[config.mk]
export PLATFORM = sky130hd
export DESIGN_NAME = csp_top
export DESIGN_NICKNAME = d
export VERILOG_FILES = /design/src/rtl/csp_pkg.sv /design/src/rtl/csp_top.sv
export VERILOG_INCLUDE_DIRS = /design/src /design/src/rtl
export SDC_FILE = /design/constraint.sdc
export NUM_CORES = 1
export LEC_CHECK = 0
export ABC_AREA = 1
export BUFFER_PORTS_ARGS = -buffer_cell sky130_fd_sc_hd__buf_2
export CORE_MARGIN = 2
export CORE_UTILIZATION = 49
export CTS_BUF_LIST = sky130_fd_sc_hd__clkbuf_4
export CTS_CLUSTER_SIZE = 30
export DETAILED_ROUTE_END_ITERATION = 6
export GPL_ROUTABILITY_DRIVEN = 0
export PLACE_DENSITY_LB_ADDON = 0.15
export SLEW_MARGIN = 0
export SYNTH_ARGS = -nofsm -noshare
export SYNTH_HDL_FRONTEND = slang
export SYNTH_SLANG_ARGS = --single-unit
[constraint.sdc]
create_clock -name clk -period 5.3 [get_ports clk]
set_input_delay 1.06 -clock clk [delete_from_list [all_inputs] [get_ports clk]]
set_output_delay 1.06 -clock clk [all_outputs]
set_load 0.01 [all_outputs]
[src/rtl/csp_defs.svh]
// Constants of the charger supervisory block: register map, fields, timing.
// Assumes a 20 MHz system clock and an 8-bit register port.
`ifndef CSP_DEFS_SVH
`define CSP_DEFS_SVH

// Clock and times, in ns
`define CSP_CLK_NS 50
`define CSP_INT_PULSE_NS 256000
`define CSP_BLINK_HALF_NS 500000000
`define CSP_HICCUP_OFF_NS 1000000

// Register addresses
`define CSP_A_CTRL0 8'h10
`define CSP_A_CTRL1 8'h11
`define CSP_A_DPDM 8'h12
`define CSP_A_STAT 8'h13
`define CSP_A_CHG 8'h14
`define CSP_A_FLAG0 8'h22
`define CSP_A_FLAG6 8'h4d
`define CSP_A_MASK0 8'h28
`define CSP_A_MASK6 8'h4e
`define CSP_A_RES0 8'h30

// Control 0 fields
`define CSP_C0_STAT_DIS 0
`define CSP_C0_ROLE_EN 1
`define CSP_C0_SRC_EN 2
`define CSP_C0_PIN_SRC 3
`define CSP_C0_HIZ 4
`define CSP_C0_OCP_EN 5
`define CSP_C0_SRC_RETRY_DIS 6
`define CSP_C0_SYS_RETRY_DIS 7
`define CSP_CTRL0_RST 8'h20

// Control 1 fields
`define CSP_C1_SEAM_LO 0
`define CSP_C1_SEAM_HI 1
`define CSP_C1_CONV_EN 2
`define CSP_C1_ONESHOT 3
`define CSP_C1_FET_DIS 4
`define CSP_C1_IN1_FET_EN 5
`define CSP_C1_IBAT_OUT_EN 6
`define CSP_CTRL1_RST 8'h20

// Event bits, group 0
`define CSP_EV_BUS_OV 0
`define CSP_EV_SRC_OV 1
`define CSP_EV_IN1_OV 2
`define CSP_EV_OCP 3
`define CSP_EV_SRC_UV 4
`define CSP_EV_SYS_UV 5
`define CSP_EV_SYS_OV 6
// Event bits, group 1
`define CSP_EV_CONV_DONE 0
`define CSP_EV_DET_DONE 1
`define CSP_EV_ROLE_SWAP 2
`define CSP_EV_SEAMLESS 3
// Event bits, group 6
`define CSP_EV_CHG_CHANGE 0

`define CSP_MASK_LOW_RST 8'h00
`define CSP_MASK_HIGH_RST 8'hff
`define CSP_RETRY_MAX 3'h7
`define CSP_LAST_CH 4'ha
`define CSP_I_IN_CH 4'h0
`define CSP_I_BAT_CH 4'h1
`define CSP_NO_MANUAL 3'h0

`endif

[src/rtl/csp_pkg.sv]
// Types of the charger supervisory block.
// Used with csp_defs.svh; nothing here is imported.
package csp_pkg;

   typedef enum logic [2:0] {
      CHG_IDLE = 3'b000, CHG_TRICKLE = 3'b001, CHG_PRE = 3'b010, CHG_FAST = 3'b011,
      CHG_IEOC = 3'b100, CHG_BACKGROUND = 3'b101, CHG_DONE = 3'b110
   } csp_chg_t;

   typedef enum logic [1:0] {HIC_RUN = 2'b00, HIC_OFF = 2'b01, HIC_DONE = 2'b10} csp_hic_t;
   typedef enum logic {ADC_IDLE = 1'b0, ADC_WAIT = 1'b1} csp_adc_t;

   // Analog comparator and charger core levels
   typedef struct packed {
      logic bus_above_uvlo;
      logic bus_ovp;
      logic die_hot;
      logic detect_done;
      logic bc12_busy;
      logic bus_below_mivr;
      logic adapter_present;
      logic src_ovp;
      logic in1_ovp;
      logic ibus_oc;
      logic src_uv;
      logic sys_uv;
      logic sys_ovp;
      logic fault_stop;
      logic term_disable;
   } csp_cmp_t;

   // Whole state of the block
   typedef struct packed {
      logic [7:0] ctrl0;
      logic [7:0] ctrl1;
      logic [7:0] dpdm;
      logic [6:0][7:0] flag;
      logic [6:0][7:0] mask;
      logic [10:0][15:0] res;
      logic [7:0] rdata;
      logic bus_ov, src_ov, in1_ov, sys_ov, src_mode, pg, stat_oe, blink, det_prev, adapt_prev;
      logic [2:0] chg_prev;
      logic [12:0] int_cnt;
      logic [28:0] blink_cnt;
      csp_hic_t src_st;
      csp_hic_t sys_st;
      logic [2:0] src_retry;
      logic [2:0] sys_retry;
      logic [15:0] hic_cnt_src;
      logic [15:0] hic_cnt_sys;
      csp_adc_t adc_st;
      logic [3:0] adc_ch;
      logic [2:0] dp, dm;
   } csp_state_t;

endpackage

[src/rtl/csp_top.sv]
// Supervisory logic of a buck-boost charger: power-good and status pins,
// interrupt pulse and event flags, role swap, converter sequencing, protections.
// Assumes all inputs synchronous to clk and a strobe-driven 8-bit register port.
`timescale 1ns/1ns
`include "csp_defs.svh"

module csp_top #(
   parameter int INT_CYC = (`CSP_INT_PULSE_NS + `CSP_CLK_NS - 1) / `CSP_CLK_NS,
   parameter int BLINK_CYC = `CSP_BLINK_HALF_NS / `CSP_CLK_NS,
   parameter int HIC_CYC = `CSP_HICCUP_OFF_NS / `CSP_CLK_NS
) (
   // Clock and reset
   input wire logic clk,
   input wire logic resetn,
   // Register port
   input wire logic [7:0] reg_addr,
   input wire logic [7:0] reg_wdata,
   input wire logic reg_wr,
   input wire logic reg_rd,
   output logic [7:0] reg_rdata,
   // Comparators and charger core
   input wire csp_pkg::csp_cmp_t cmp,
   input wire logic [2:0] charge_state,
   // Converter sample port
   output logic adc_req,
   output logic [3:0] adc_channel,
   input wire logic adc_done,
   input wire logic [15:0] adc_data,
   // Open-drain and shared pins
   output logic power_good_pin_o,
   output logic power_good_pin_oe,
   output logic int_pin_o,
   output logic int_pin_oe,
   input wire logic status_or_role_pin_i,
   output logic status_or_role_pin_o,
   output logic status_or_role_pin_oe,
   // Power stage controls
   output logic switching_enable,
   output logic source_mode_active,
   output logic input_one_fet_drive,
   output logic battery_current_output_enable,
   output logic [2:0] reported_charge_state,
   output logic [2:0] plus_line_level,
   output logic [2:0] minus_line_level
);

   csp_pkg::csp_state_t s;
   csp_pkg::csp_state_t n;
   logic [6:0][7:0] evt;
   logic [6:0] grp_new;
   logic charging;
   logic hiz;
   logic role_mode;

   // Per-group detection of events not yet latched nor masked
   genvar gi;
   generate
      for (gi = 0; gi < 7; gi++) begin : g_new
         assign grp_new[gi] = |(evt[gi] & ~s.flag[gi] & ~s.mask[gi]);
      end
   endgenerate

   // Shared decoded levels
   assign charging = (charge_state != csp_pkg::CHG_IDLE);
   assign hiz = s.ctrl0[`CSP_C0_HIZ];
   assign role_mode = s.ctrl0[`CSP_C0_STAT_DIS] & s.ctrl0[`CSP_C0_ROLE_EN];

   // Next-state logic
   always_comb begin
      n = s;
      evt = '0;
      n.rdata = 8'h00;

      // Register writes
      if (reg_wr) begin
         if (reg_addr == `CSP_A_CTRL0) n.ctrl0 = reg_wdata;
         if (reg_addr == `CSP_A_CTRL1) n.ctrl1 = reg_wdata;
         if (reg_addr == `CSP_A_DPDM) n.dpdm = reg_wdata;
         for (int i = 0; i < 6; i++) begin
            if (reg_addr == `CSP_A_MASK0 + 8'(i)) n.mask[i] = reg_wdata;
         end
         if (reg_addr == `CSP_A_MASK6) n.mask[6] = reg_wdata;
      end

      // Register reads; a flag read clears the group
      if (reg_rd) begin
         if (reg_addr == `CSP_A_CTRL0) n.rdata = s.ctrl0;
         if (reg_addr == `CSP_A_CTRL1) n.rdata = s.ctrl1;
         if (reg_addr == `CSP_A_DPDM) n.rdata = s.dpdm;
         if (reg_addr == `CSP_A_STAT) begin
            n.rdata = {2'b00, s.src_mode, s.sys_ov, s.in1_ov, s.src_ov, s.bus_ov, s.pg};
         end
         if (reg_addr == `CSP_A_CHG) n.rdata = {5'h00, reported_charge_state};
         for (int i = 0; i < 6; i++) begin
            if (reg_addr == `CSP_A_FLAG0 + 8'(i)) begin
               n.rdata = s.flag[i];
               n.flag[i] = 8'h00;
            end
            if (reg_addr == `CSP_A_MASK0 + 8'(i)) n.rdata = s.mask[i];
         end
         if (reg_addr == `CSP_A_FLAG6) begin
            n.rdata = s.flag[6];
            n.flag[6] = 8'h00;
         end
         if (reg_addr == `CSP_A_MASK6) n.rdata = s.mask[6];
         for (int i = 0; i < 11; i++) begin
            if (reg_addr == `CSP_A_RES0 + 8'(2 * i)) n.rdata = s.res[i][7:0];
            if (reg_addr == `CSP_A_RES0 + 8'(2 * i + 1)) n.rdata = s.res[i][15:8];
         end
      end

      // Bus overvoltage in charge mode
      n.bus_ov = cmp.bus_ovp & ~s.src_mode;
      evt[0][`CSP_EV_BUS_OV] = n.bus_ov & ~s.bus_ov;
      // Bus overvoltage in source mode
      n.src_ov = cmp.src_ovp & s.src_mode;
      evt[0][`CSP_EV_SRC_OV] = n.src_ov & ~s.src_ov;
      // System overvoltage
      n.sys_ov = cmp.sys_ovp;
      evt[0][`CSP_EV_SYS_OV] = cmp.sys_ovp & ~s.sys_ov;
      // Input one overvoltage drops its fet drive
      n.in1_ov = cmp.in1_ovp;
      if (cmp.in1_ovp) n.ctrl1[`CSP_C1_IN1_FET_EN] = 1'b0;
      evt[0][`CSP_EV_IN1_OV] = cmp.in1_ovp & ~s.in1_ov;
      // Input overcurrent enters high impedance and blocks the fets
      if (s.ctrl0[`CSP_C0_OCP_EN] & cmp.ibus_oc & ~s.src_mode & ~hiz) begin
         n.ctrl0[`CSP_C0_HIZ] = 1'b1;
         n.ctrl1[`CSP_C1_FET_DIS] = 1'b1;
         evt[0][`CSP_EV_OCP] = 1'b1;
      end

      // Source undervoltage hiccup
      unique case (s.src_st)
         csp_pkg::HIC_RUN: begin
            if (!cmp.src_uv) begin
               n.src_retry = 3'h0;
            end else if (s.src_mode && !s.ctrl0[`CSP_C0_SRC_RETRY_DIS]) begin
               if (s.src_retry == `CSP_RETRY_MAX) begin
                  n.src_st = csp_pkg::HIC_DONE;
               end else begin
                  n.src_st = csp_pkg::HIC_OFF;
                  n.hic_cnt_src = 16'(HIC_CYC - 1);
               end
            end
         end
         csp_pkg::HIC_OFF: begin
            if (s.hic_cnt_src == 16'h0000) begin
               n.src_st = csp_pkg::HIC_RUN;
               n.src_retry = s.src_retry + 3'h1;
            end else begin
               n.hic_cnt_src = s.hic_cnt_src - 16'h0001;
            end
         end
         csp_pkg::HIC_DONE: begin
            n.ctrl0[`CSP_C0_SRC_EN] = 1'b0;
            n.src_mode = 1'b0;
            evt[0][`CSP_EV_SRC_UV] = 1'b1;
            n.src_retry = 3'h0;
            n.src_st = csp_pkg::HIC_RUN;
         end
         default: n.src_st = csp_pkg::HIC_RUN;
      endcase

      // System undervoltage hiccup
      unique case (s.sys_st)
         csp_pkg::HIC_RUN: begin
            if (!cmp.sys_uv) begin
               n.sys_retry = 3'h0;
            end else if (!s.ctrl0[`CSP_C0_SYS_RETRY_DIS] && !hiz) begin
               if (s.sys_retry == 3'h0) evt[0][`CSP_EV_SYS_UV] = 1'b1;
               if (s.sys_retry == `CSP_RETRY_MAX) begin
                  n.sys_st = csp_pkg::HIC_DONE;
                  n.ctrl0[`CSP_C0_HIZ] = 1'b1;
               end else begin
                  n.sys_st = csp_pkg::HIC_OFF;
                  n.hic_cnt_sys = 16'(HIC_CYC - 1);
               end
            end
         end
         csp_pkg::HIC_OFF: begin
            if (s.hic_cnt_sys == 16'h0000) begin
               n.sys_st = csp_pkg::HIC_RUN;
               n.sys_retry = s.sys_retry + 3'h1;
            end else begin
               n.hic_cnt_sys = s.hic_cnt_sys - 16'h0001;
            end
         end
         csp_pkg::HIC_DONE: begin
            // Leave on high-impedance clear or adapter re-plug
            if (!n.ctrl0[`CSP_C0_HIZ] || (cmp.adapter_present && !s.adapt_prev)) begin
               n.ctrl0[`CSP_C0_HIZ] = 1'b0;
               n.sys_retry = 3'h0;
               n.sys_st = csp_pkg::HIC_RUN;
            end
         end
         default: n.sys_st = csp_pkg::HIC_RUN;
      endcase

      // Source mode entry: software, fast role swap or seamless
      if (!s.src_mode) begin
         if (role_mode && charging && s.ctrl0[`CSP_C0_SRC_EN] && s.ctrl0[`CSP_C0_PIN_SRC]
               && cmp.bus_below_mivr && status_or_role_pin_i) begin
            n.src_mode = 1'b1;
            evt[1][`CSP_EV_ROLE_SWAP] = 1'b1;
         end else if (s.ctrl1[`CSP_C1_SEAM_HI:`CSP_C1_SEAM_LO] != 2'b00 && charging
               && !cmp.adapter_present && cmp.bus_below_mivr) begin
            n.src_mode = 1'b1;
            n.ctrl0[`CSP_C0_SRC_EN] = 1'b1;
            n.ctrl1[`CSP_C1_SEAM_HI:`CSP_C1_SEAM_LO] = 2'b00;
            evt[1][`CSP_EV_SEAMLESS] = 1'b1;
         end else if (s.ctrl0[`CSP_C0_SRC_EN] && !s.ctrl0[`CSP_C0_PIN_SRC]) begin
            n.src_mode = 1'b1;
         end
      end else if (!n.ctrl0[`CSP_C0_SRC_EN]) begin
         n.src_mode = 1'b0;
      end

      // Converter channel sequencing
      unique case (s.adc_st)
         csp_pkg::ADC_IDLE: begin
            if (s.ctrl1[`CSP_C1_CONV_EN]) n.adc_st = csp_pkg::ADC_WAIT;
         end
         csp_pkg::ADC_WAIT: begin
            if (adc_done) begin
               if ((s.adc_ch == `CSP_I_IN_CH || s.adc_ch == `CSP_I_BAT_CH) && s.src_mode) begin
                  n.res[s.adc_ch] = 16'(-adc_data);
               end else begin
                  n.res[s.adc_ch] = adc_data;
               end
               if (s.adc_ch == `CSP_LAST_CH) begin
                  n.adc_ch = 4'h0;
                  n.adc_st = csp_pkg::ADC_IDLE;
                  if (s.ctrl1[`CSP_C1_ONESHOT]) begin
                     n.ctrl1[`CSP_C1_CONV_EN] = 1'b0;
                     evt[1][`CSP_EV_CONV_DONE] = 1'b1;
                  end
               end else begin
                  n.adc_ch = s.adc_ch + 4'h1;
               end
            end
         end
         default: n.adc_st = csp_pkg::ADC_IDLE;
      endcase

      // Detection-done event and manual line levels
      n.det_prev = cmp.detect_done;
      evt[1][`CSP_EV_DET_DONE] = cmp.detect_done & ~s.det_prev;
      if (cmp.bc12_busy || !s.det_prev) begin
         n.dp = `CSP_NO_MANUAL;
         n.dm = `CSP_NO_MANUAL;
      end else begin
         n.dp = s.dpdm[2:0];
         n.dm = s.dpdm[5:3];
      end

      // Charge state change event
      n.chg_prev = charge_state;
      evt[6][`CSP_EV_CHG_CHANGE] = (charge_state != s.chg_prev);
      n.adapt_prev = cmp.adapter_present;

      // Latch events; a set beats a same-cycle read clear
      for (int i = 0; i < 7; i++) begin
         n.flag[i] = n.flag[i] | evt[i];
      end

      // Interrupt pulse timer
      if (|grp_new) begin
         n.int_cnt = 13'(INT_CYC);
      end else if (s.int_cnt != 13'h0000) begin
         n.int_cnt = s.int_cnt - 13'h0001;
      end

      // Blink divider, toggles every half second
      if (s.blink_cnt == 29'h0000_0000) begin
         n.blink_cnt = 29'(BLINK_CYC - 1);
         n.blink = ~s.blink;
      end else begin
         n.blink_cnt = s.blink_cnt - 29'h0000_0001;
      end

      // Power good
      n.pg = cmp.bus_above_uvlo & ~cmp.bus_ovp & ~hiz & ~cmp.die_hot & cmp.detect_done;

      // Status pin drive
      n.stat_oe = 1'b0;
      if (!s.ctrl0[`CSP_C0_STAT_DIS]) begin
         unique case (charge_state)
            csp_pkg::CHG_TRICKLE, csp_pkg::CHG_PRE, csp_pkg::CHG_FAST: n.stat_oe = 1'b1;
            csp_pkg::CHG_IEOC: n.stat_oe = cmp.term_disable;
            csp_pkg::CHG_IDLE: n.stat_oe = cmp.fault_stop & s.blink;
            default: n.stat_oe = 1'b0;
         endcase
      end
   end

   // State register
   always_ff @(posedge clk or negedge resetn) begin
      if (!resetn) begin
         s <= '0;
         s.ctrl0 <= `CSP_CTRL0_RST;
         s.ctrl1 <= `CSP_CTRL1_RST;
         s.mask[5:0] <= {6{`CSP_MASK_LOW_RST}};
         s.mask[6] <= `CSP_MASK_HIGH_RST;
         s.src_st <= csp_pkg::HIC_RUN;
         s.sys_st <= csp_pkg::HIC_RUN;
         s.adc_st <= csp_pkg::ADC_IDLE;
      end else begin
         s <= n;
      end
   end

   // Outputs
   assign reg_rdata = s.rdata;
   assign adc_req = (s.adc_st == csp_pkg::ADC_WAIT);
   assign adc_channel = s.adc_ch;
   assign power_good_pin_o = 1'b0;
   assign power_good_pin_oe = s.pg;
   assign int_pin_o = 1'b0;
   assign int_pin_oe = (s.int_cnt != 13'h0000);
   assign status_or_role_pin_o = 1'b0;
   assign status_or_role_pin_oe = s.stat_oe;
   // Switching stops on bus, source or system overvoltage, hiccup off time or high impedance
   assign switching_enable = ~hiz & ~s.bus_ov & ~s.src_ov & ~s.sys_ov
                             & (s.src_st != csp_pkg::HIC_OFF)
                             & (s.sys_st == csp_pkg::HIC_RUN);
   assign source_mode_active = s.src_mode;
   assign input_one_fet_drive = s.ctrl1[`CSP_C1_IN1_FET_EN] & ~s.ctrl1[`CSP_C1_FET_DIS];
   assign battery_current_output_enable = s.ctrl1[`CSP_C1_IBAT_OUT_EN];
   assign reported_charge_state = s.bus_ov ? 3'h0 : charge_state;
   assign plus_line_level = s.dp;
   assign minus_line_level = s.dm;

endmodule // csp_top

==> flow_metrics.tcl, run 1 <==
set metrics [dict create \
    status "completed" \
    timing_worst_slew_pin_value_ns 1.226 \
    multi_input_area_um2 7674 \
    numCtsBuffers 105 \
    powerDensity_nw_per_um2 415.3 \
    worstPathMaxFanout 6 \
    cts.root.buffer_cell "sky130_fd_sc_hd__clkbuf_4" \
    crit_required_ns 4.24 \
    postRouteWirelength_um 52310 \
    drt-initial-drc-count 1290 \
    cap_viol_max_count 0 \
    hpwl_um 36340 \
    finalNetCount 2562 \
    synth-main-ff-cell "sky130_fd_sc_hd__dfrtp_1" \
    inst_count_dp 2894 \
    timing_hold_violations_final 0 \
    cts_repair_resize_count 0 \
    maxSlewViolCount 0 \
    regArea_um2 9622 \
    clkSinkCount 384 \
    ctsHtreeMaxLevel 3 \
    clock_latency_ns 0.85 \
    async_reset_ff_share_pct 100.0 \
    number_of_storage_elements_in_the_synthesis_netlist 384 \
    tritoncts "built" \
    worst-endpoint-arrival_ns 2.65 \
    drc_errors 0 \
    buffer_ports.inserted 84 \
    r2r.worst_path.cells 14 \
    timing.final.crit_share_pct 70.04 \
    fmax_ghz 0.2694 \
    finClkSkew_ns 0.05275 \
    holdBufCountCts 0 \
    placedInstanceArea_um2 19550 \
    grt_setup_unrepaired "no" \
    total_chip_power_mw 8.707 \
    clk_transition_reported_paths_ns 0.06 \
    hold_class "in2async" \
    first_global_vias 15790 \
    synthDominantCellAreaShare_pct 50.10 \
    num_rows 71 \
    postCtsSetupRepairBufs 0 \
    antenna_left 0 \
    gr-total-overflow 0 \
    layout_area_overhead_pct 12.24 \
    core_region_area_um2 37580 \
    timing.rr.end "s[42]" \
    groute.layer.met2.usage_pct 41.93 \
    avgSynthCellArea_um2 7.935 \
    fillerInstances 3598 \
    setup_ws_ns 1.588 \
    synthesis.yosys.warnings 0 \
    sequential_share_of_the_synthesized_area_pct 51.51 \
    global_route_wire_length_before_repair_um 84930 \
    pre_antenna_drt_iters 6 \
    setup_viol 0 \
    clock_path_buffers 3 \
    i_o_pin_count 88 \
    critical_path.reg2reg.startpoint "source_mode_active" \
    synth_edf_count 0 \
    power.static_leakage_nw 10.13 \
    critPathCaptureType "output pin" \
    post-route-cell-area_um2 20970 \
    finish.cell_count_without_fillers 3087 \
    syn-instance-count 2354 \
    critical_path_type "reg2out" \
    vias 16290 \
    gr-usage-met3_pct 5.671 \
    main_area_contributors_after_synthesis "sky130_fd_sc_hd__dfrtp_1 50%, sky130_fd_sc_hd__nand2_1 13%, sky130_fd_sc_hd__o21ai_0 8.3%" \
    timing.max_slew.rel_slack_pct 17.94 \
    initial_utilization_pct 49.71 \
    ir_worst_vdd_v 0.0002441 \
    grt_max_degree 116 \
    grtUsageMet1_pct 39.03 \
    fp.dieH_um 199.2 \
    post-route-min-period_ns 3.712 \
    syn_area_um2 18680 \
    yosysUniqueCellTypes 55 \
    total_grt_usage_pct 27.60 \
    share_of_final_layout_standard_cells_stronger_than_drive_strength_1_pct 13.72 \
    avgViaCountPerCell 5.276 \
    grt-busiest-layer "met2" \
    r2r_slack_ns 1.65 \
    die_area_um2 39700 \
    post_drt_wl_per_cell_um 16.94 \
    synth_top_area_cell "sky130_fd_sc_hd__dfrtp_1" \
    placement.setup.worst_slack_ns 1.027 \
    number_of_antenna_violations_at_the_first_check_in_global_routing 2 \
    startpoint_type "register" \
    final.setup.tns_ns 0 \
    floorplan.die.width_um 199.2 \
]
[sequential cells by signal, indices dropped and copies added, names as in the netlist, named ones only]
register	cells
s	349
reg_rdata	8
adc_channel	4
minus_line_level	3
plus_line_level	3
adc_req	1
battery_current_output_enable	1
hiz	1
power_good_pin_oe	1
source_mode_active	1
status_or_role_pin_oe	1
[area by class of cell]
| class | instances | share of cell area, % |
|---|---|---|
| flip-flops and latches | 384 | 45.89 |
| clock inverters | 33 | 1.110 |
| multi-input cells | 1623 | 36.60 |
| diodes | 4 | 0.04774 |
| repair buffers | 101 | 2.781 |
| clock buffers | 156 | 5.586 |
| inverters | 275 | 4.930 |
| well taps | 511 | 3.050 |
[cells in the mapped netlist (2+ instances only)]
| master | instances |
|---|---|
| sky130_fd_sc_hd__xnor2_1 | 14 |
| sky130_fd_sc_hd__a21oi_1 | 92 |
| sky130_fd_sc_hd__clkinv_1 | 2 |
| sky130_fd_sc_hd__o21a_1 | 7 |
| sky130_fd_sc_hd__nor3_1 | 39 |
| sky130_fd_sc_hd__buf_4 | 21 |
| sky130_fd_sc_hd__o21ai_0 | 309 |
| sky130_fd_sc_hd__or3_1 | 2 |
| sky130_fd_sc_hd__nand2_2 | 3 |
| sky130_fd_sc_hd__or2_1 | 4 |
| sky130_fd_sc_hd__clkbuf_1 | 51 |
| sky130_fd_sc_hd__nor4_1 | 19 |
| sky130_fd_sc_hd__o31ai_1 | 3 |
| sky130_fd_sc_hd__nand4_1 | 33 |
| sky130_fd_sc_hd__dfrtp_1 | 374 |
| sky130_fd_sc_hd__inv_1 | 260 |
| sky130_fd_sc_hd__nor2_4 | 2 |
| sky130_fd_sc_hd__or2_0 | 2 |
| sky130_fd_sc_hd__o21ai_1 | 11 |
| sky130_fd_sc_hd__inv_2 | 12 |
| sky130_fd_sc_hd__o22ai_1 | 9 |
| sky130_fd_sc_hd__or2_2 | 40 |
| sky130_fd_sc_hd__xor2_1 | 25 |
| sky130_fd_sc_hd__or4_1 | 3 |
| sky130_fd_sc_hd__mux2_2 | 5 |
| sky130_fd_sc_hd__o21bai_1 | 2 |
| sky130_fd_sc_hd__o2111ai_1 | 2 |
| sky130_fd_sc_hd__a211oi_1 | 3 |
| sky130_fd_sc_hd__or2_4 | 2 |
| sky130_fd_sc_hd__ha_1 | 16 |
| sky130_fd_sc_hd__nor2_1 | 197 |
| sky130_fd_sc_hd__nor2_2 | 6 |
| sky130_fd_sc_hd__nand2_1 | 650 |
| sky130_fd_sc_hd__nor3_2 | 4 |
| sky130_fd_sc_hd__and3_1 | 3 |
| sky130_fd_sc_hd__dfstp_2 | 10 |
| sky130_fd_sc_hd__o211ai_1 | 4 |
| sky130_fd_sc_hd__nand3_1 | 96 |
[power breakdown]
group,internal [mW],switching [mW],leakage [nW]
Clock,1.53,1.25,0.821
Sequential,3.68,0.487,4.84
Combinational,0.602,1.16,4.47
Total,5.81,2.90,10.1
[worst max-delay path by stage]
stage | startpoint | end | slack [ns]
after detailed placement | reg_addr[6] | reg_rdata[2] | 1.03
after global routing | source_mode_active | s[42] | 1.26
after floorplan | reg_addr[6] | reg_rdata[1] | 2.18
final | s[82] | int_pin_oe | 1.59
after CTS | s[82] | int_pin_oe | 1.54
after global placement | reg_addr[4] | reg_rdata[2] | 1.07
[stage by stage]
step / util [%] / hold slack (ns)
2_1_floorplan: - / 0.4422
3_3_place_gp: 52.03 / 0.4568
3_5_place_dp: 52.03 / 0.4617
4_1_cts: 55.77 / 0.3172
5_1_grt: 55.79 / 0.3051
6_report: 55.79 / 0.3087
[layout by cell type, fill, tap and decap left out, drive strengths merged, types with 4 or more instances in the layout]
cell | Yosys | final
diode | 0 | 4
dfstp | 10 | 10
nor4 | 20 | 20
ha | 16 | 16
nor3 | 44 | 44
a21oi | 92 | 92
o21ai | 320 | 320
buf | 23 | 101
mux2 | 5 | 5
o21a | 7 | 7
or2 | 48 | 48
bufinv | 0 | 4
o22ai | 9 | 9
clkinv | 3 | 30
inv | 272 | 273
dfrtp | 374 | 374
nand4 | 33 | 33
nand3 | 97 | 97
nor2 | 205 | 205
o211ai | 4 | 4
xor2 | 25 | 25
clkbuf | 51 | 156
xnor2 | 14 | 14
or4 | 4 | 4
nand2 | 654 | 654
[layer usage]
| layer | routed length (um) | share of wire, % | vias up |
|---|---|---|---|
| li1 | - | - | 7915 |
| met5 | 0 | 0 | - |
| met1 | 23720 | 45 | 7725 |
| met3 | 3808 | 7.3 | 104 |
| met4 | 1590 | 3.0 | 0 |
| met2 | 23190 | 44 | 542 |
[critical path: stages (launching register included)]
cell and delay, ns:
sky130_fd_sc_hd__dfrtp_1 0.37, sky130_fd_sc_hd__inv_1 0.09, sky130_fd_sc_hd__ha_1 0.20, sky130_fd_sc_hd__nand2_1 0.09
sky130_fd_sc_hd__nor4_1 0.32, sky130_fd_sc_hd__nand2_1 0.12, sky130_fd_sc_hd__nor2_1 0.33, sky130_fd_sc_hd__inv_1 0.16
sky130_fd_sc_hd__buf_2 0.17
[kinds of logic after synthesis]
| family | synth area share (%) |
|---|---|
| compound gates | 12.47 |
| other cells | 0.02008 |
| mux | 0.3014 |
| flops | 51.51 |
| fa+ha+maj | 1.072 |
| buf+inv | 7.449 |
| simple gates | 25.35 |
| xor+xnor | 1.829 |
Power figures use the tool's default switching activity.
==> run 2: changes to the inputs <==
- clock period: 5.3 -> 3.7 ns (I/O delays scaled with it)
==> run 2 against run 1 <==
Against the previous run:
- the run now ends with DRC left
- critical path depth unchanged
- total power increased by 46%
- global-route usage grew 0.41 points
- first-iteration DRC count increased by 11%
- cell area rose by 1.9%
- setup slack worse by 1.2 ns
- register-to-register slack got worse by 1.1 ns
- combinational power increased by 49%
- worst hold slack worse by 0.23 ns
- die area unchanged
- sequential power rose by 43%
- non-clock buffer count rose by 44
- critical path type unchanged
- largest cell class unchanged
- largest power group unchanged
==> flow_metrics.tcl, run 2 (synthesis results as in run 1) <==
set metrics [dict create \
    status "finished, violations left" \
    critical_path_type "reg2out" \
    placement.setup.worst_slack_ns -0.08411 \
    global_route_wire_length_before_repair_um 85860 \
    first_global_vias 15860 \
    regMostFlops "s" \
    grt_setup_unrepaired "no" \
    setup_ws_ns 0.3935 \
    most-common-layout-cells "650 x sky130_fd_sc_hd__nand2_1, 374 x sky130_fd_sc_hd__dfrtp_1, 309 x sky130_fd_sc_hd__o21ai_0" \
    finClkSkew_ns 0.03944 \
    core_region_area_um2 37580 \
    grt_max_degree 85 \
    timing_worst_slew_pin_value_ns 0.9752 \
    finalNetCount 2605 \
    gr-total-overflow 0 \
    groute.layer.met2.usage_pct 42.59 \
    cap_viol_max_count 0 \
    timing_hold_violations_final 0 \
    placedInstanceArea_um2 19880 \
    clock_path_buffers 3 \
    fp.dieH_um 199.2 \
    gr-usage-met3_pct 5.333 \
    grtUsageMet1_pct 39.76 \
    floorplan.die.width_um 199.2 \
    tritoncts "built" \
    cts.root.buffer_cell "sky130_fd_sc_hd__clkbuf_4" \
    clk_transition_reported_paths_ns 0.06 \
    ctsHtreeMaxLevel 3 \
    critPathCaptureType "output pin" \
    timing.final.crit_share_pct 89.37 \
    numCtsBuffers 104 \
    startpoint_type "register" \
    crit_required_ns 2.96 \
    grt-busiest-layer "met2" \
    buffer_ports.inserted 84 \
    number_of_antenna_violations_at_the_first_check_in_global_routing 2 \
    drt-initial-drc-count 1434 \
    worst-endpoint-arrival_ns 2.57 \
    die_area_um2 39700 \
    post_drt_wl_per_cell_um 17.07 \
    clock_latency_ns 0.82 \
    vias 16580 \
    failed_checks "DRC" \
    postRouteWirelength_um 53460 \
    drc_errors 13 \
    post-route-min-period_ns 3.307 \
    hold_class "in2reg" \
    powerDensity_nw_per_um2 593.6 \
    postCtsSetupRepairBufs 0 \
    num_rows 71 \
    setup_viol 0 \
    hpwl_um 37920 \
    mostFrequentLayoutCell "sky130_fd_sc_hd__nand2_1" \
    share_of_final_layout_standard_cells_stronger_than_drive_strength_1_pct 15.13 \
    worstPathMaxFanout 6 \
    post-route-cell-area_um2 21370 \
    power.static_leakage_nw 10.38 \
    initial_utilization_pct 49.71 \
    fmax_ghz 0.3024 \
    pre_antenna_drt_iters 7 \
    ir_worst_vdd_v 0.0003652 \
    total_grt_usage_pct 28.02 \
    i_o_pin_count 88 \
    maxSlewViolCount 0 \
    clkSinkCount 384 \
    avgViaCountPerCell 5.292 \
    largest_reg_flops 349 \
    timing.max_slew.rel_slack_pct 34.55 \
    antenna_left 0 \
    layout_area_overhead_pct 14.41 \
]
run 2: per-stage QoR:
step	hold slack (ns)	std cells	power [mW]	util, %	setup TNS [ns]
floorplan	0.4422	2356	7.618	-	0
global placement	0.4596	2935	8.473	52.92	-0.06402
detailed placement	0.4662	2935	8.592	52.92	-0.08411
CTS	0.01817	3129	12.77	56.84	0
global route	0.01286	3132	13.54	56.87	0
finish	0.08170	3132	12.69	56.87	0
run 2: critical path, cell delays in order (launching register included):
cell and delay (ns):
sky130_fd_sc_hd__dfrtp_1 0.38, sky130_fd_sc_hd__inv_1 0.09, sky130_fd_sc_hd__ha_1 0.20, sky130_fd_sc_hd__nand2_1 0.09, sky130_fd_sc_hd__nor4_1 0.33, sky130_fd_sc_hd__nand2_1 0.15
sky130_fd_sc_hd__nor2_2 0.24, sky130_fd_sc_hd__inv_1 0.12, sky130_fd_sc_hd__buf_2 0.16
run 2: layout make-up:
cell class / count / area (um2)
multi-input combinational: 1623 / 7676
timing repair buffer: 145 / 945.9
clock buffer: 151 / 1134
fill: 3574 / 16210
clock inverter: 40 / 312.8
antenna: 3 / 7.507
tap: 511 / 639.4
sequential: 384 / 9622
inverter: 275 / 1033
run 2: per-layer routing:
layer	vias up	routed length, um	part of all wire (%)
li1	8011	-	-
met1	7842	24340	46
met2	600	23560	44
met3	123	3823	7.2
met4	0	1744	3.3
met5	-	0	0
run 2: final timing paths:
kind | from | cells after the start | end | slack (ns)
max reg2reg | s[49] | 18 | s[24] | 0.51
min reg2reg | s[234] | 2 | s[234] | 0.48
max in group asynchronous | resetn | 3 | reg_rdata[5] | 2.26
min in group asynchronous | resetn | 2 | s[94] | 0.49
max | s[82] | 8 | int_pin_oe | 0.39
min | cmp[2] | 1 | s[104] | 0.08
run 2: report_power, final:
group	internal (mW)	total, mW	switching [mW]
clock	2.29	4.12	1.83
combinational	0.911	2.63	1.72
sequential	5.26	5.94	0.673
run 2: timing repair:
action / CTS / global route
gates resized for setup: 0 / 1
hold endpoints to repair: 67 / 0
hold buffers: 3 / 0
setup endpoints to repair: 0 / 1
==> run 3: changes to the inputs <==
- ABC_AREA: 1 -> not set
- clock period: 3.7 -> 3.5 ns (I/O delays scaled with it)
==> run 3 against run 2 <==
Against the previous run:
- the run now ends clean
- register-to-register slack got worse by 0.02 ns
- cell area increased by 2.2%
- flip-flop and latch count unchanged
- sequential share of layout area decreased by 0.97 points
- global-route usage increased by 2.4 points
==> flow_metrics.tcl, run 3 <==
set metrics [dict create \
    post_drt_wl_per_cell_um 22.26 \
    critPathCaptureType "output pin" \
    syn-instance-count 2000 \
    core_region_area_um2 38560 \
    worst-endpoint-arrival_ns 2.55 \
    min_from "charge_state[1]" \
    cap_viol_max_count 0 \
    drt-initial-drc-count 1714 \
    synth_top_area_cell "sky130_fd_sc_hd__dfrtp_1" \
    sw_frac_of_total_pct 35.15 \
    clock_latency_ns 0.82 \
    r2r.worst_path.cells 7 \
    timing_worst_slew_pin_value_ns 1.070 \
    antenna_left 0 \
    mostFrequentLayoutCell "sky130_fd_sc_hd__dfrtp_1" \
    synthDominantCellAreaShare_pct 49.09 \
    worstPathMaxFanout 13 \
    synth-main-ff-cell "sky130_fd_sc_hd__dfrtp_1" \
    grt_setup_unrepaired "no" \
    regMostFlops "s" \
    i_o_pin_count 88 \
    floorplan.die.width_um 201.3 \
    main_area_contributors_after_synthesis "sky130_fd_sc_hd__dfrtp_1 49%, sky130_fd_sc_hd__nand2_1 4.8%, sky130_fd_sc_hd__o21ai_0 4.8%" \
    clock_path_buffers 3 \
    num_rows 72 \
    ir_worst_vdd_v 0.0004328 \
    part_of_the_power_in_registers_pct 47.8 \
    buffer_ports.inserted 84 \
    status "completed" \
    number_of_storage_elements_in_the_synthesis_netlist 384 \
    sequential_share_of_the_synthesized_area_pct 50.47 \
    timing.max_slew.rel_slack_pct 28.67 \
    timing.rr.end "s[74]" \
    async_reset_ff_share_pct 100.0 \
    placedInstanceArea_um2 20370 \
    synthesis.yosys.warnings 0 \
    critical_path.reg2reg.startpoint "s[66]" \
    tritoncts "built" \
    startpoint_type "register" \
    vias 16590 \
    avgSynthCellArea_um2 9.533 \
    powerDensity_nw_per_um2 650.8 \
    largest_reg_flops 349 \
    clk_transition_reported_paths_ns 0.06 \
    synth.most_common_cell "sky130_fd_sc_hd__dfrtp_1" \
    ctsHtreeMaxLevel 3 \
    power.combinational.fraction_pct 22.7 \
    initial_utilization_pct 49.45 \
    post-route-min-period_ns 3.254 \
    postRouteWirelength_um 61430 \
    hold_class "in2reg" \
    fillerInstances 3533 \
    cts.root.buffer_cell "sky130_fd_sc_hd__clkbuf_4" \
    die_area_um2 40500 \
    pre_antenna_drt_iters 6 \
    r2r_slack_ns 0.49 \
    critical_path_type "reg2out" \
    avgViaCountPerCell 6.010 \
    yosys-top-cells-count "374 x sky130_fd_sc_hd__dfrtp_1, 243 x sky130_fd_sc_hd__nand2_1, 230 x sky130_fd_sc_hd__nor2_1" \
    power.internal_mw 9.218 \
    first_global_vias 16200 \
    crit_required_ns 2.80 \
    syn_area_um2 19070 \
    yosysUniqueCellTypes 85 \
    share_of_final_layout_standard_cells_stronger_than_drive_strength_1_pct 21.15 \
    finClkSkew_ns 0.05904 \
    final.setup.tns_ns 0 \
    clock_power_share_pct 29.5 \
    most-common-layout-cells "374 x sky130_fd_sc_hd__dfrtp_1, 243 x sky130_fd_sc_hd__nand2_1, 225 x sky130_fd_sc_hd__nor2_1" \
    numCtsBuffers 104 \
    min_delay_worst_endpoint "s[96]" \
    whs_path_depth 1 \
    grt_max_degree 91 \
    synth_edf_count 0 \
    finalNetCount 2230 \
    fmax_ghz 0.3073 \
    total_grt_usage_pct 30.46 \
    number_of_antenna_violations_at_the_first_check_in_global_routing 1 \
    layout_area_overhead_pct 14.56 \
    setup_viol 0 \
    clkSinkCount 384 \
    maxSlewViolCount 0 \
    timing_hold_violations_final 0 \
    power.static_leakage_nw 9.719 \
    timing.final.crit_share_pct 92.97 \
    post-route-cell-area_um2 21840 \
    gr-total-overflow 0 \
    hpwl_um 43850 \
    drc_errors 0 \
    fp.dieH_um 201.3 \
    p_switching_mw 4.996 \
    global_route_wire_length_before_repair_um 94640 \
]
==> run 3: changes by cell type after synthesis, sizes merged, moves of 49 or more <==
cell / delta
a21oi: +49
inv: -242
mux2: +65
o21ai: -138
nand3: -54
nand2: -411
==> run 3: cells by family (layout without fill, tap and decap cells) <==
kind of cell / count (synthesis) / after routing / synth area share [%]
other cells: 1 / 4 / 0.01967
xor+xnor: 79 / 79 / 3.668
compound gates: 509 / 509 / 16.33
fa+ha+maj: 16 / 16 / 1.050
mux: 102 / 102 / 6.011
simple gates: 744 / 744 / 18.68
buf+inv: 165 / 404 / 3.780
flops: 384 / 384 / 50.47
==> run 3: routing by layer <==
| layer | GRT usage (%) | part of all wire [%] | vias up |
|---|---|---|---|
| li1 | - | - | 7472 |
| met1 | 41.07 | 41 | 8042 |
| met2 | 46.37 | 44 | 859 |
| met3 | 7.839 | 9.5 | 215 |
| met4 | 13.97 | 4.9 | 0 |
| met5 | 0 | 0 | - |
==> run 3: power by group through the flow <==
stage | Combinational (mW) | Sequential [mW] | Clock, mW
2_1_floorplan | 2.26 | 6.31 | 0
3_3_place_gp | 3.09 | 6.78 | 0
3_5_place_dp | 3.20 | 6.81 | 0
4_1_cts | 3.22 | 6.74 | 4.30
5_1_grt | 3.67 | 6.88 | 4.55
6_report | 3.23 | 6.79 | 4.20
==> run 3: timing repair <==
item                                    CTS  global route
endpoints found under the setup margin    0             1
gates resized for setup                   0             1
endpoints found under the hold margin    85             1
hold buffers                              6             1
setup buffers                             0             0
==> run 3: how the worst max path moves through the flow <==
stage / startpoint / endpoint / slack (ns) / depth (start not counted)
floorplan: reg_addr[1] / reg_rdata[7] / 0.62 / 11
global placement: reg_addr[3] / reg_rdata[0] / 0.32 / 8
detailed placement: reg_addr[0] / reg_rdata[1] / 0.31 / 8
CTS: s[85] / int_pin_oe / 0.14 / 5
global route: s[52] / switching_enable / 0.08 / 5
finish: s[52] / switching_enable / 0.25 / 5
==> run 3: stage by stage <==
step                power (mW)  hold WS [ns]  util, %  worst slack (ns)  cells
CTS                      14.25      0.001177    56.60            0.1434   2758
global route             15.10       0.02204    56.65           0.08363   2760
finish                   14.21       0.08521    56.65            0.2461   2760
floorplan                8.568        0.4044        -            0.6249   2002
global placement         9.866        0.4547    52.82            0.3211   2563
detailed placement       10.02        0.4613    52.82            0.3121   2563
==> run 3: layout make-up <==
class	instances	area (um2)	share of cell area [%]
tap	518	648.1	2.967
clock inverter	22	141.4	0.6473
sequential	384	9622	44.05
antenna	1	2.502	0.01146
multi-input combinational	1453	8803	40.31
inverter	33	123.9	0.5671
clock buffer	167	1254	5.740
timing repair buffer	182	1246	5.706
==> run 3: worst max-delay path, cell delays in order, from the launching register on <==
cell and delay (ns):
sky130_fd_sc_hd__dfrtp_1 0.39, sky130_fd_sc_hd__inv_1 0.08, sky130_fd_sc_hd__ha_1 0.37, sky130_fd_sc_hd__or4_1 0.60, sky130_fd_sc_hd__nor2_1 0.18, sky130_fd_sc_hd__buf_2 0.16
